## src/rtl/mtcsr_pkg.sv

```systemverilog
package mtcsr_pkg;

    localparam logic [11:0] ADDR_MACHINE_STATUS    = 12'h300;
    localparam logic [11:0] ADDR_ISA_DESCRIPTOR    = 12'h301;
    localparam logic [11:0] ADDR_INTERRUPT_ENABLE  = 12'h304;
    localparam logic [11:0] ADDR_TRAP_VECTOR_BASE  = 12'h305;
    localparam logic [11:0] ADDR_COUNTER_INHIBIT   = 12'h320;
    localparam logic [11:0] ADDR_EVENT_SEL_FIRST   = 12'h323;
    localparam logic [11:0] ADDR_EVENT_SEL_LAST    = 12'h33f;
    localparam logic [11:0] ADDR_TRAP_SCRATCH      = 12'h340;
    localparam logic [11:0] ADDR_EXCEPTION_PC      = 12'h341;
    localparam logic [11:0] ADDR_TRAP_CAUSE        = 12'h342;
    localparam logic [11:0] ADDR_TRAP_VALUE        = 12'h343;
    localparam logic [11:0] ADDR_INTERRUPT_PENDING = 12'h344;
    localparam logic [11:0] ADDR_TRIGGER_SELECT    = 12'h7a0;
    localparam logic [11:0] ADDR_TRIGGER_DATA_ONE  = 12'h7a1;

    // Machine status field positions
    localparam int MST_GLOBAL_ENABLE_BIT = 3;
    localparam int MST_PREV_ENABLE_BIT   = 7;
    localparam int MST_PREV_PRIV_LO      = 11;
    localparam logic [1:0] MST_PREV_PRIV_VALUE = 2'h3;

    // ISA descriptor letters
    localparam int ISA_XLEN_LO   = 30;
    localparam logic [1:0] ISA_XLEN_32 = 2'h1;
    localparam int ISA_BIT_C     = 2;
    localparam int ISA_BIT_F     = 5;
    localparam int ISA_BIT_I     = 8;
    localparam int ISA_BIT_M     = 12;
    localparam int ISA_BIT_X     = 23;

    // Interrupt lines: fast 31:16, external 11, timer 7, software 3
    localparam logic [31:0] IRQ_LINE_MASK = 32'hffff_0888;

    localparam int TVEC_BASE_LO = 8;
    localparam logic [5:0] TVEC_LOW_ZERO = 6'h00;
    localparam logic [1:0] TVEC_RESET_MODE = 2'h1;

    localparam int INH_CYCLE_BIT   = 0;
    localparam int INH_RETIRED_BIT = 2;
    localparam int INH_EVENT_LO    = 3;

    localparam int EVSEL_WIDTH = 16;
    localparam int CAUSE_INT_BIT = 31;
    localparam int CAUSE_CODE_W  = 5;

    localparam logic [3:0]  TRIG_TYPE_MATCH = 4'h2;
    localparam int          TRIG_EXECUTE_BIT = 2;
    localparam logic [31:0] TRIG_FIXED_VALUE = 32'h2800_1040;

    localparam logic [31:0] RESET_ZERO = 32'h0000_0000;

    typedef enum logic [1:0] {
        MTCSR_OP_WRITE = 2'b01,
        MTCSR_OP_SET   = 2'b10,
        MTCSR_OP_CLEAR = 2'b11
    } mtcsr_op_t;

    typedef struct packed {
        logic        valid;
        mtcsr_op_t   op;
        logic [11:0] addr;
        logic [31:0] wdata;
        logic        debug_mode;
    } mtcsr_req_t;

    typedef struct packed {
        logic        take;
        logic        interrupt;
        logic [4:0]  code;
        logic [31:0] pc;
    } mtcsr_trap_t;

    typedef struct packed {
        logic        gie;
        logic        prev_gie;
        logic [31:0] irq_en;
        logic [23:0] tvec_base;
        logic        tvec_mode;
        logic [31:0] inhibit;
        logic [28:0][EVSEL_WIDTH-1:0] evsel;
        logic [31:0] scratch;
        logic [30:0] epc;
        logic        cause_int;
        logic [4:0]  cause_code;
        logic        trig_execute;
        logic [31:0] irq_sync1;
        logic [31:0] irq_sync2;
        logic [31:0] irq_sync3;
        logic [31:0] pending;
        logic [31:0] rdata;
        logic        rvalid;
        logic        illegal;
        logic        redirect;
        logic [31:0] redirect_pc;
        logic        tvec_ready;
    } mtcsr_state_t;

endpackage : mtcsr_pkg

```

## src/rtl/mtcsr_file.sv

```systemverilog
// Overview of operation
// RULE_01: Previous-privilege field reads binary 11; writes to it are ignored.
// RULE_02: Trap copies global enable to previous enable; return restores it.
// RULE_03: Global interrupt enable is a software-writable bit 3.
// RULE_04: Status bits 17, 16:13, 10:8, 6:5, 2:1 and user enables read zero.
// RULE_05: ISA descriptor read-only: XLEN 1, letters C, I, M set.
// RULE_06: Letter F set only with FPU on and float-in-int-regs off.
// RULE_07: Letter X set when custom-extension or cluster parameter is set.
// RULE_08: Interrupt enable holds one writable bit per interrupt line.
// RULE_09: Interrupt pending is read-only and reports each line.
// RULE_10: Trap vector base writable in 31:8, bits 7:2 read zero.
// RULE_11: Trap vector bit 0 selects direct or vectored; bit 1 reads zero.
// RULE_12: Reset loads boot base upper 24 bits, six zeros and 01.
// RULE_13: Traps redirect fetch using trap vector bits 31:8 as base.
// RULE_14: Inhibit bits 0, 2, 3; bit 1 zero; reset sets implemented bits.
// RULE_15: Inhibit bits of unbuilt event counters read zero.
// RULE_16: Event selectors hold 16 bits; upper bits and unbuilt ones read zero.
// RULE_17: Trap saves PC into exception PC, bit 0 zero; return reloads it.
// RULE_18: Cause bit 31 marks interrupt; 5-bit code writable; 30:5 zero.
// RULE_19: Trap value ignores writes and reads zero.
// RULE_20: Trigger select always reads zero in debug and machine modes.
// RULE_21: Trigger data writes from machine mode are discarded.
// RULE_22: Trigger type reads 2; other fixed trigger fields keep fixed values.
// RULE_23: Unsupported values in legal fields never raise illegal instruction.
// RULE_24: Hardwired fields keep value while writable fields of register update.
`timescale 1ns/1ns
`default_nettype none
module mtcsr_file
    import mtcsr_pkg::*;
#(
    parameter int FPU_PARAM                = 0,
    parameter int FLOAT_IN_INT_REGS_PARAM  = 0,
    parameter int CUSTOM_EXTENSION_PARAM   = 0,
    parameter int CLUSTER_PARAM            = 0,
    parameter int NUM_EVENT_COUNTERS       = 1
) (
    input  wire logic        sys_clk,
    input  wire logic        arst_n,
    input  wire logic [31:0] boot_trap_base,
    input  wire mtcsr_req_t  csr_req,
    input  wire mtcsr_trap_t trap_in,
    input  wire logic        mret_in,
    input  wire logic [31:0] irq_lines,
    output logic [31:0]      csr_rdata,
    output logic             csr_rvalid,
    output logic             csr_illegal,
    output logic             fetch_redirect,
    output logic [31:0]      fetch_target,
    output logic             global_irq_enable,
    output logic [31:0]      irq_enable_mask,
    output logic [31:0]      counter_inhibit_out,
    output logic             trigger_execute_enable
);

    localparam logic [31:0] IMPL_INHIBIT =
        (32'h0000_0001 << INH_CYCLE_BIT) | (32'h0000_0001 << INH_RETIRED_BIT)
        | (((32'h0000_0001 << NUM_EVENT_COUNTERS) - 32'h0000_0001) << INH_EVENT_LO); // RULE_15

    localparam logic [31:0] ISA_VALUE =
        ({30'h0, ISA_XLEN_32} << ISA_XLEN_LO)
        | (32'h0000_0001 << ISA_BIT_C) | (32'h0000_0001 << ISA_BIT_I)
        | (32'h0000_0001 << ISA_BIT_M)                                              // RULE_05
        | (((FPU_PARAM == 1) && (FLOAT_IN_INT_REGS_PARAM == 0)) ?
           (32'h0000_0001 << ISA_BIT_F) : 32'h0000_0000)                            // RULE_06
        | (((CUSTOM_EXTENSION_PARAM == 1) || (CLUSTER_PARAM == 1)) ?
           (32'h0000_0001 << ISA_BIT_X) : 32'h0000_0000);                           // RULE_07

    mtcsr_state_t st_ff;
    mtcsr_state_t nxt_st;

    logic [31:0] status_view;
    logic [31:0] tvec_view;
    logic [31:0] cause_view;
    logic [31:0] cur_val;
    logic [31:0] new_val;
    logic        known;
    logic        writes;
    int          ev_idx;

    always_comb begin
        status_view = 32'h0000_0000;                                                // RULE_04
        status_view[MST_PREV_PRIV_LO +: 2] = MST_PREV_PRIV_VALUE;                  // RULE_01
        status_view[MST_PREV_ENABLE_BIT]   = st_ff.prev_gie;
        status_view[MST_GLOBAL_ENABLE_BIT] = st_ff.gie;
        tvec_view  = {st_ff.tvec_base, TVEC_LOW_ZERO, 1'b0, st_ff.tvec_mode};      // RULE_10 RULE_11
        cause_view = {st_ff.cause_int, 26'h0, st_ff.cause_code};                    // RULE_18
        ev_idx     = int'(csr_req.addr - ADDR_EVENT_SEL_FIRST);
    end

    always_comb begin
        known   = 1'b1;
        cur_val = 32'h0000_0000;
        case (csr_req.addr)
            ADDR_MACHINE_STATUS:    cur_val = status_view;
            ADDR_ISA_DESCRIPTOR:    cur_val = ISA_VALUE;
            ADDR_INTERRUPT_ENABLE:  cur_val = st_ff.irq_en;
            ADDR_TRAP_VECTOR_BASE:  cur_val = tvec_view;
            ADDR_COUNTER_INHIBIT:   cur_val = st_ff.inhibit & IMPL_INHIBIT;        // RULE_15
            ADDR_TRAP_SCRATCH:      cur_val = st_ff.scratch;
            ADDR_EXCEPTION_PC:      cur_val = {st_ff.epc, 1'b0};                    // RULE_17
            ADDR_TRAP_CAUSE:        cur_val = cause_view;
            ADDR_TRAP_VALUE:        cur_val = 32'h0000_0000;                        // RULE_19
            ADDR_INTERRUPT_PENDING: cur_val = st_ff.pending;
            ADDR_TRIGGER_SELECT:    cur_val = 32'h0000_0000;                        // RULE_20
            ADDR_TRIGGER_DATA_ONE:  cur_val = {TRIG_TYPE_MATCH, TRIG_FIXED_VALUE[27:3],
                                               st_ff.trig_execute, TRIG_FIXED_VALUE[1:0]}; // RULE_22
            default: begin
                if ((csr_req.addr >= ADDR_EVENT_SEL_FIRST) && (csr_req.addr <= ADDR_EVENT_SEL_LAST)) begin
                    if (ev_idx < NUM_EVENT_COUNTERS) begin
                        cur_val = {16'h0000, st_ff.evsel[ev_idx]};                  // RULE_16
                    end
                end else begin
                    known = 1'b0;
                end
            end
        endcase
    end

    always_comb begin
        case (csr_req.op)
            MTCSR_OP_WRITE: new_val = csr_req.wdata;
            MTCSR_OP_SET:   new_val = cur_val | csr_req.wdata;
            MTCSR_OP_CLEAR: new_val = cur_val & ~csr_req.wdata;
            default:        new_val = cur_val;
        endcase
        // Set/clear with zero operand is a pure read
        writes = csr_req.valid && known && (csr_req.op == MTCSR_OP_WRITE || csr_req.wdata != 32'h0000_0000);
    end

    always_comb begin
        nxt_st = st_ff;
        nxt_st.irq_sync1 = irq_lines;
        nxt_st.irq_sync2 = st_ff.irq_sync1;
        nxt_st.irq_sync3 = st_ff.irq_sync2;
        // Change taken only once the second and third stages agree
        nxt_st.pending = (st_ff.pending & (st_ff.irq_sync2 ^ st_ff.irq_sync3))
                         | (st_ff.irq_sync2 & st_ff.irq_sync3 & IRQ_LINE_MASK);     // RULE_09
        nxt_st.pending = nxt_st.pending & IRQ_LINE_MASK;
        nxt_st.rvalid   = csr_req.valid;
        nxt_st.rdata    = csr_req.valid ? cur_val : 32'h0000_0000;
        nxt_st.illegal  = csr_req.valid && !known;                                   // RULE_23
        nxt_st.redirect = 1'b0;
        // Vector base captured after reset, boot port only sampled here
        nxt_st.tvec_ready = 1'b1;
        if (!st_ff.tvec_ready) begin
            nxt_st.tvec_base = boot_trap_base[31:8];                                 // RULE_12
            nxt_st.tvec_mode = TVEC_RESET_MODE[0];                                   // RULE_12
        end

        if (writes) begin
            case (csr_req.addr)
                ADDR_MACHINE_STATUS: begin
                    // Previous enable is hardware-owned; only traps and returns move it
                    nxt_st.gie      = new_val[MST_GLOBAL_ENABLE_BIT];               // RULE_03 RULE_24
                end
                ADDR_INTERRUPT_ENABLE: nxt_st.irq_en = new_val & IRQ_LINE_MASK;     // RULE_08
                ADDR_TRAP_VECTOR_BASE: begin
                    nxt_st.tvec_base = new_val[31:TVEC_BASE_LO];                     // RULE_10
                    nxt_st.tvec_mode = new_val[0];                                   // RULE_11
                end
                ADDR_COUNTER_INHIBIT: nxt_st.inhibit = new_val & IMPL_INHIBIT;      // RULE_14
                ADDR_TRAP_SCRATCH:    nxt_st.scratch = new_val;
                ADDR_EXCEPTION_PC:    nxt_st.epc = new_val[31:1];                    // RULE_17
                ADDR_TRAP_CAUSE: begin
                    nxt_st.cause_int  = new_val[CAUSE_INT_BIT];                      // RULE_18
                    nxt_st.cause_code = new_val[CAUSE_CODE_W-1:0];                   // RULE_23
                end
                ADDR_TRIGGER_DATA_ONE: begin
                    if (csr_req.debug_mode) begin
                        nxt_st.trig_execute = new_val[TRIG_EXECUTE_BIT];             // RULE_21
                    end
                end
                default: begin
                    if (csr_req.addr >= ADDR_EVENT_SEL_FIRST && ev_idx < NUM_EVENT_COUNTERS
                        && csr_req.addr <= ADDR_EVENT_SEL_LAST) begin
                        nxt_st.evsel[ev_idx] = new_val[EVSEL_WIDTH-1:0];             // RULE_16
                    end
                end
            endcase
        end

        // Trap and return override a simultaneous CSR write
        if (trap_in.take) begin
            nxt_st.prev_gie   = st_ff.gie;                                           // RULE_02
            nxt_st.gie        = 1'b0;
            nxt_st.epc        = trap_in.pc[31:1];                                    // RULE_17
            nxt_st.cause_int  = trap_in.interrupt;                                   // RULE_18
            nxt_st.cause_code = trap_in.code;
            nxt_st.redirect   = 1'b1;
            nxt_st.redirect_pc = {st_ff.tvec_base, 8'h00};                           // RULE_13
            if (st_ff.tvec_mode && trap_in.interrupt) begin
                nxt_st.redirect_pc = {st_ff.tvec_base, 1'b0, trap_in.code, 2'b00};   // RULE_13
            end
        end else if (mret_in) begin
            nxt_st.gie         = st_ff.prev_gie;                                     // RULE_02
            nxt_st.prev_gie    = 1'b1;
            nxt_st.redirect    = 1'b1;
            nxt_st.redirect_pc = {st_ff.epc, 1'b0};                                  // RULE_17
        end
    end

    always_ff @(posedge sys_clk or negedge arst_n) begin
        if (!arst_n) begin
            st_ff            <= '0;
            st_ff.inhibit    <= IMPL_INHIBIT;                                        // RULE_14
            st_ff.tvec_mode  <= TVEC_RESET_MODE[0];
        end else begin
            st_ff <= nxt_st;
        end
    end

    assign csr_rdata              = st_ff.rdata;
    assign csr_rvalid             = st_ff.rvalid;
    assign csr_illegal            = st_ff.illegal;
    assign fetch_redirect         = st_ff.redirect;
    assign fetch_target           = st_ff.redirect_pc;
    assign global_irq_enable      = st_ff.gie;
    assign irq_enable_mask        = st_ff.irq_en;
    assign counter_inhibit_out    = st_ff.inhibit;
    assign trigger_execute_enable = st_ff.trig_execute;
endmodule : mtcsr_file
`default_nettype wire

```

## config.mk

```make
export PLATFORM = sky130hd
export DESIGN_NAME = mtcsr_file
export DESIGN_NICKNAME = d
export VERILOG_FILES = /design/src/rtl/mtcsr_pkg.sv /design/src/rtl/mtcsr_file.sv
export SDC_FILE = /design/constraint.sdc
export NUM_CORES = 1
export LEC_CHECK = 0
export BUFFER_PORTS_ARGS = -buffer_cell sky130_fd_sc_hd__buf_2
export CORE_MARGIN = 8
export CORE_UTILIZATION = 54
export DETAILED_ROUTE_END_ITERATION = 16
export HOLD_SLACK_MARGIN = 0.03
export PLACE_DENSITY_LB_ADDON = 0.12
export SETUP_SLACK_MARGIN = 0.5
export SLEW_MARGIN = 25
export SYNTH_ARGS = -nofsm -noshare
export SYNTH_HDL_FRONTEND = slang
export SYNTH_SLANG_ARGS = --single-unit
```

## constraint.sdc

```tcl
create_clock -name sys_clk -period 4.6 [get_ports sys_clk]
set_clock_uncertainty 0.05 [all_clocks]
set_input_delay 0.69 -clock sys_clk [delete_from_list [all_inputs] [get_ports sys_clk]]
set_output_delay 0.69 -clock sys_clk [all_outputs]
set_load 0.03 [all_outputs]
```

=== Word-level counts from Yosys, hierarchy flattened ===
Cells that the tools add are included.

* Bits in registers: 766
* Bits in latches: 0
* RAM bits: 0
* Bits in read-only memories: 0
* Bits of input ports: 154
* Output and inout port bits: 133
* Logic and storage cells: 139
* Memories kept: 0

* $add $sub $neg: 1
* Multiply operators: 0
* Div/mod/pow operators: 0
* Order comparisons: 5
* Equal/unequal tests: 15
* Shifts and indexed selects: 0
* Muxes and demuxes: 32
* Bitwise logic cells: 8
* Reduce and logical (&&, ||, !) cells: 28

{| class="wikitable"
|+ Operator list
! kind !! count
|-
| 464-bit 2-to-1 mux || 2
|-
| 591-bit 2-to-1 mux || 1
|-
| 464-bit bitwise mux || 1
|-
| 32-bit one-hot mux with 11 select lines || 1
|-
| 12-bit by 10-bit == test with 1-bit output, second input constant || 10
|-
| 32-bit AND || 3
|-
| 32-bit one-hot mux with 3 select lines || 1
|-
| 16-bit binary-select mux with 5-bit select || 1
|-
| 16-bit demux with 5-bit select || 1
|-
| 16-bit 2-to-1 mux || 5
|-
| 33-bit 2-to-1 mux || 2
|-
| 32-bit 2-to-1 mux || 2
|-
| 32-bit OR || 2
|-
| 25-bit 2-to-1 mux || 2
|-
| 37-bit 2-to-1 mux || 1
|-
| 32-bit NOT || 1
|-
| 32-bit nonzero test || 1
|-
| 32-bit bitwise XOR || 1
|-
| 31-bit 2-to-1 mux || 1
|-
| 12-bit by 11-bit == test with 1-bit output, second input constant || 2
|-
| 13-bit by 1-bit >= comparator with 1-bit output, second input constant || 1
|-
| 13-bit by 2-bit < comparator with 1-bit output, second input constant || 1
|-
| 13-bit by 7-bit < comparator with 1-bit output, second input constant || 1
|-
| 12-bit by 10-bit subtractor with 13-bit output, second input constant || 1
|-
| 20 further kinds || 44
|}

=== Longest topological paths before layout ===
* Depth after elaboration: 14
* Gate-level depth with buffers: 16
* Depth with buffers taken out: 11

=== Worst setup path after synthesis ===
Ideal clock, no wire load.

* Path kind: input to register
* From: input port csr_req[33] in the netlist's numbering
* To: register st_ff[215] in the netlist's numbering
* Data arrival time: 3452 ps
* Path slack: 951 ps
* Stages on the path: 13
* Path buffers: 4
* Cell sequence: buf_6 inv_1 ha_1 buf_4 clkbuf_1 clkbuf_1 mux4_2 o221ai_1 o21ai_0 nand3_1 a21oi_1 a211oi_1 o21ai_0

* Longest elaborated chain between the ends: 12
* Elaborated cells between the ends (all ways): 38
* Those cells by class: 1 x add/sub; 3 x order compare; 12 x eq/ne; 12 x mux; 2 x bitwise; 8 x reduce/logical

{| class="wikitable"
|+ Ends and longest elaborated chain
! element !! RTL line !! RTL
|-
| start: declaration || mtcsr_file.sv:40 || <nowiki>input wire mtcsr_req_t csr_req,</nowiki>
|-
| 12-bit by 10-bit subtractor with 13-bit output || mtcsr_file.sv:87 || <nowiki>ev_idx = int'(csr_req.addr - ADDR_EVENT_SEL_FIRST);</nowiki>
|-
| 16-bit binary-select mux with 5-bit select || mtcsr_file.sv:110 || <nowiki>cur_val = {16'h0000, st_ff.evsel[ev_idx]};</nowiki>
|-
| 16-bit 2-to-1 mux (not written as such) (2 in a row) || mtcsr_file.sv:110 ||
|-
| 16-bit 2-to-1 mux || mtcsr_file.sv:109 || <nowiki>if (ev_idx < NUM_EVENT_COUNTERS) begin</nowiki>
|-
| 16-bit 2-to-1 mux || mtcsr_file.sv:108 || <nowiki>if ((csr_req.addr >= ADDR_EVENT_SEL_FIRST) && (csr_req.addr <= ADDR_EVENT_SEL_LAST)) begin</nowiki>
|-
| 32-bit one-hot mux with 11 select lines || mtcsr_file.sv:93 || <nowiki>case (csr_req.addr)</nowiki>
|-
| 32-bit AND / 32-bit OR (equally long branches) || mtcsr_file.sv:123, mtcsr_file.sv:122 ||
|-
| 32-bit one-hot mux with 3 select lines || mtcsr_file.sv:120 || <nowiki>case (csr_req.op)</nowiki>
|-
| 31-bit 2-to-1 mux || mtcsr_file.sv:151 || <nowiki>case (csr_req.addr)</nowiki>
|-
| 591-bit 2-to-1 mux || mtcsr_file.sv:150 || <nowiki>if (writes) begin</nowiki>
|-
| 37-bit 2-to-1 mux || mtcsr_file.sv:183 || <nowiki>if (trap_in.take) begin</nowiki>
|-
| end signal: assignment || mtcsr_file.sv:208 || <nowiki>st_ff <= nxt_st;</nowiki>
|-
| end: declaration || mtcsr_file.sv:68 || <nowiki>mtcsr_state_t st_ff;</nowiki>
|}

Parallel ways exist; a longest one is shown, timed or not. The select of a mux whose other input is x is not followed.
A chain may end at the register's enable or synchronous reset.

=== Final worst setup path ===
* From: input port csr_req[34] in the netlist's numbering
* To: register st_ff, in the netlist cause_view[1]

* Longest elaborated chain between the ends: 12
* Elaborated cells between the ends (all ways): 38
* Those cells by class: 1 x add/sub; 3 x order compare; 12 x eq/ne; 12 x mux; 2 x bitwise; 8 x reduce/logical

{| class="wikitable"
|+ Ends and longest elaborated chain
! element !! RTL line
|-
| 12-bit by 10-bit subtractor with 13-bit output || mtcsr_file.sv:87
|-
| 16-bit binary-select mux with 5-bit select || mtcsr_file.sv:110
|-
| 16-bit 2-to-1 mux (not written as such) (2 in a row) || mtcsr_file.sv:110
|-
| 16-bit 2-to-1 mux || mtcsr_file.sv:109
|-
| 16-bit 2-to-1 mux || mtcsr_file.sv:108
|-
| 32-bit one-hot mux with 11 select lines || mtcsr_file.sv:93
|-
| 32-bit AND / 32-bit OR (equally long branches) || mtcsr_file.sv:123, mtcsr_file.sv:122
|-
| 32-bit one-hot mux with 3 select lines || mtcsr_file.sv:120
|-
| 6-bit 2-to-1 mux || mtcsr_file.sv:151
|-
| 591-bit 2-to-1 mux || mtcsr_file.sv:150
|-
| 37-bit 2-to-1 mux || mtcsr_file.sv:183
|}

Parallel ways exist; a longest one is shown, timed or not. The select of a mux whose other input is x is not followed.

==> report_table.html <==
<table>
<tr><th>Metric</th><th>Value</th></tr>
<tr><th colspan="2">Run status</th></tr>
<tr><td>Run status</td><td>finished, final reports clean</td></tr>
<tr><th colspan="2">Route</th></tr>
<tr><td>Via Count</td><td>18,100</td></tr>
<tr><td>Routed via count divided by cell count</td><td>around 5.7</td></tr>
<tr><td>Detail Route Antenna Nets</td><td>0</td></tr>
<tr><td>Post-route DRC</td><td>0</td></tr>
<tr><td>Average routed wire per standard cell</td><td>23.2 µm</td></tr>
<tr><td>Number of iterations in the first detailed-routing pass</td><td>5</td></tr>
<tr><td>1st-iter DRT viols</td><td>~1,700</td></tr>
<tr><td>Total Wirelength</td><td>74,100 µm</td></tr>
<tr><th colspan="2">Setup path</th></tr>
<tr><td>Data arrival at the endpoint of the critical path</td><td>4.20 ns</td></tr>
<tr><td>Launching point of the worst reg2reg path</td><td>st_ff[305]$_DFFE_PN0P_</td></tr>
<tr><td>CP Max Fanout</td><td>11</td></tr>
<tr><td>Kind of end point of the critical path</td><td>flip-flop</td></tr>
<tr><td>Destination of the worst register-to-register timing path</td><td>st_ff[209]$_DFFE_PN0P_</td></tr>
<tr><td>Kind of critical path</td><td>in2reg</td></tr>
<tr><td>Worst R2R Setup Slack</td><td>1.61 ns</td></tr>
<tr><td>Timing startpoint of the critical path</td><td>csr_req[34]</td></tr>
<tr><td>Type of element launching the critical path</td><td>input port</td></tr>
<tr><td>Number of cells on the worst reg-to-reg path</td><td>7</td></tr>
<tr><td>Worst endpoint required time</td><td>between 5 and 6 ns</td></tr>
<tr><th colspan="2">Yosys</th></tr>
<tr><td>Yosys warning count</td><td>0</td></tr>
<tr><td>Cell with the most instances after synthesis</td><td>dfrtp_1</td></tr>
<tr><td>Cells after Synth</td><td>between 2,000 and 3,000</td></tr>
<tr><td>Post-synth EDFFs</td><td>0</td></tr>
<tr><td>Fraction of synthesis flops using an asynchronous set or reset pin</td><td>1.00</td></tr>
<tr><td>Number of register bits inferred by synthesis</td><td>726</td></tr>
<tr><td>Yosys top cell by area</td><td>dfrtp_1</td></tr>
<tr><td>Unique cell type count in the Yosys netlist</td><td>78</td></tr>
<tr><td>Synthesized area</td><td>30,900 µm²</td></tr>
<tr><td>Top area cells in the synthesized netlist</td><td>dfrtp_1 59%, mux4_2 8.2%, clkbuf_1 5.8%</td></tr>
<tr><td>Post-synth top cells</td><td>722 x dfrtp_1, 479 x clkbuf_1, 210 x nand2_1, 146 x o21ai_0, 144 x buf_4</td></tr>
<tr><td>Fraction of synthesized cell area taken by the top area cell type</td><td>0.585</td></tr>
<tr><td>Per-instance average area after synthesis</td><td>11.7 µm²</td></tr>
<tr><td>Most used flip-flop cell after synthesis</td><td>dfrtp_1</td></tr>
<tr><td>Fraction of the yosys area taken by sequential cells</td><td>0.589</td></tr>
<tr><th colspan="2">Clock tree</th></tr>
<tr><td>Post-CTS setup buffer count</td><td>0</td></tr>
<tr><td>Quantity of gates resized following cts</td><td>0</td></tr>
<tr><td>Count of hold buffers inserted by post-cts repair</td><td>0</td></tr>
<tr><td>Number of buffers added by the clock tree synthesis step</td><td>76</td></tr>
<tr><td>Post-CTS clock slew at the launch and capture registers of the worst setup and hold paths</td><td>approximately 0.06 ns</td></tr>
<tr><td>Clk Latency, worst-skew pair</td><td>0.62 ns</td></tr>
<tr><td>Number of sinks driven by the clock tree</td><td>726</td></tr>
<tr><td>CTS max path bufs</td><td>3</td></tr>
<tr><td>Root buffer cell</td><td>clkbuf_16</td></tr>
<tr><td>TritonCTS clock tree</td><td>done</td></tr>
<tr><td># H-tree levels</td><td>3</td></tr>
<tr><th colspan="2">Timing</th></tr>
<tr><td># setup viols final</td><td>0</td></tr>
<tr><td>Final worst setup slack</td><td>around 0.85 ns</td></tr>
<tr><td>Worst slew margin relative to its limit</td><td>0.293</td></tr>
<tr><td>Actual transition at the worst max-transition pin</td><td>1.06 ns</td></tr>
<tr><td>Maximum operating frequency</td><td>267 MHz</td></tr>
<tr><td>Post-layout minimum cycle time</td><td>3.75 ns</td></tr>
<tr><td>Setup TNS</td><td>0 ns</td></tr>
<tr><td>Number of endpoints with negative hold slack in the final report</td><td>0</td></tr>
<tr><td>Share of the clock period used by the worst path</td><td>0.814</td></tr>
<tr><td>Max Slew Vio Count</td><td>0</td></tr>
<tr><td>Setup repair after global routing missed its margin</td><td>false</td></tr>
<tr><th colspan="2">Run</th></tr>
<tr><td>Number of max-capacitance violations reported</td><td>0</td></tr>
<tr><th colspan="2">Global route</th></tr>
<tr><td>Number of antenna violations at the first check in global routing</td><td>5</td></tr>
<tr><td>Number of global-route vias before repair</td><td>18,300</td></tr>
<tr><td>Global-route wire length before repair</td><td>113,000 µm</td></tr>
<tr><td>Total grt overflow</td><td>0</td></tr>
<tr><td>Gr usage total</td><td>0.227</td></tr>
<tr><td>Maximum number of pins on one net before global-route repair</td><td>112</td></tr>
<tr><th colspan="2">Die</th></tr>
<tr><td>Core Region</td><td>~56,000 µm²</td></tr>
<tr><td>Total I/O pin count</td><td>between 200 and 300</td></tr>
<tr><td>Die height</td><td>around 260 µm</td></tr>
<tr><td>Die W</td><td>255 µm</td></tr>
<tr><td>Die area</td><td>65,100 µm²</td></tr>
<tr><td>Initial cell density of the core</td><td>0.547</td></tr>
<tr><td>Core Rows</td><td>87</td></tr>
<tr><th colspan="2">Power</th></tr>
<tr><td>Worst vdd ir</td><td>between 0.2 and 0.25 mV</td></tr>
<tr><td>Power density of the placed cells</td><td>419 nW/µm²</td></tr>
<tr><td>Static Leak</td><td>16.0 nW</td></tr>
<tr><td>Sum of internal, switching and leakage power</td><td>between 10 and 15 mW</td></tr>
<tr><th colspan="2">Placed design</th></tr>
<tr><td>Detailed placement HPWL</td><td>52,000 µm</td></tr>
<tr><td>Pre-CTS setup slack</td><td>0.286 ns</td></tr>
<tr><td>Placer congestion estimate</td><td>approximately 0.92</td></tr>
<tr><td>Number of input and output port buffers inserted</td><td>221</td></tr>
<tr><th colspan="2">Finish</th></tr>
<tr><td>Area grow syn2layout</td><td>7.41%</td></tr>
<tr><td>Fraction of final layout cells with drive strength greater than 1</td><td>0.234</td></tr>
<tr><td>Filler Cells Inserted</td><td>4,472</td></tr>
<tr><td>Final-stage net count</td><td>between 2,000 and 3,000</td></tr>
<tr><th colspan="2">Worst hold path</th></tr>
<tr><td>Min-Delay Path Class</td><td>in2async</td></tr>
</table>
## cells by family (layout without fill, tap and decap cells)
logic type,count (synthesis),in the layout,synth area share
AO/OA/AOI/OAI,546,546,0.116
buffers and inverters,692,449,0.105
flip-flops,726,726,0.589
AND/OR/NAND/NOR,466,466,0.0752
other,2,46,0.000243
XOR/XNOR,5,5,0.00142
multiplexers,178,178,0.104
adder cells (fa/ha/maj),24,24,0.00973
## where the power goes
group,leakage (nW),internal [mW],switching (mW)
Clock,1.28,3.79,2.47
Sequential,9.79,6.51,0.0995
Combinational,4.92,0.330,0.704
## layout by cell type, fill, tap and decap left out, types with 39 or more instances in the layout
cell type  Yosys  layout
buf_4        144      60
mux4_2       112     112
nand2_1      210     209
o22ai_1       39      39
dfrtp_1      722     722
mux2i_1       53      53
o21ai_0      146     146
a211oi_1      45      45
nor2_1        60      60
conb_1         2      44
buf_2         27     217
a21o_1        47      47
clkbuf_16      0      78
a21oi_1       85      85
## critical path, cell delays in order
cell and delay, ns:
buf_2 0.17, ha_1 0.41, nor2_1 0.20, a21oi_1 0.58, buf_4 0.33, a21oi_1 0.06
or3_1 0.41, a2111oi_0 0.56, buf_4 0.23, a21oi_1 0.23, o31ai_1 0.30
## flip-flops by register name, summed over array words and instances, names as in the netlist, 3 cells and up
register / flops
st_ff: 592
nxt_st: 38
csr_rdata: 32
fetch_target: 31
irq_enable_mask: 19
cause_view: 6
counter_inhibit_out: 3
## how the worst max path moves through the flow
stage	depth (start not counted)	to
after floorplan	13	st_ff[215]$_DFFE_PN0P_
after global placement	12	st_ff[327]$_DFFE_PN0P_
after detailed placement	12	st_ff[311]$_DFFE_PN0P_
after CTS	12	st_ff[311]$_DFFE_PN0P_
after global routing	13	st_ff[215]$_DFFE_PN0P_
final	11	cause_view[1]$_DFFE_PN0P_
## layout make-up
cell class / count / area, µm² / area share
diodes: 2 / 5.00 / 0.000151
clock buffers: 110 / 2240 / 0.0676
clock inverters: 27 / 347 / 0.0105
inverters: 25 / 93.8 / 0.00283
multi-input cells: 1263 / 9640 / 0.291
flip-flops and latches: 726 / 18200 / 0.548
well taps: 756 / 946 / 0.0285
repair buffers: 287 / 1720 / 0.0520
## metal layers
layer,up-vias,global-route usage,share of wire
met1,9003,0.339,0.45
li1,8261,-,-
met3,121,0.0462,0.077
met5,-,0,0.00049
met2,702,0.327,0.45
met4,6,0.0850,0.029
## stage by stage
| stage | util | cells | area, µm² | hold WS, ns |
|---|---|---|---|---|
| floorplan | - | 2681 | 31000 | 0.281 |
| global placement | 0.541 | 3057 | 30600 | 0.282 |
| detailed placement | 0.541 | 3057 | 30600 | 0.286 |
| CTS | 0.587 | 3194 | 33200 | 0.0415 |
| global route | 0.587 | 3196 | 33200 | 0.0694 |
| finish | 0.587 | 3196 | 33200 | 0.0432 |
(Power assumes the default switching activity.)
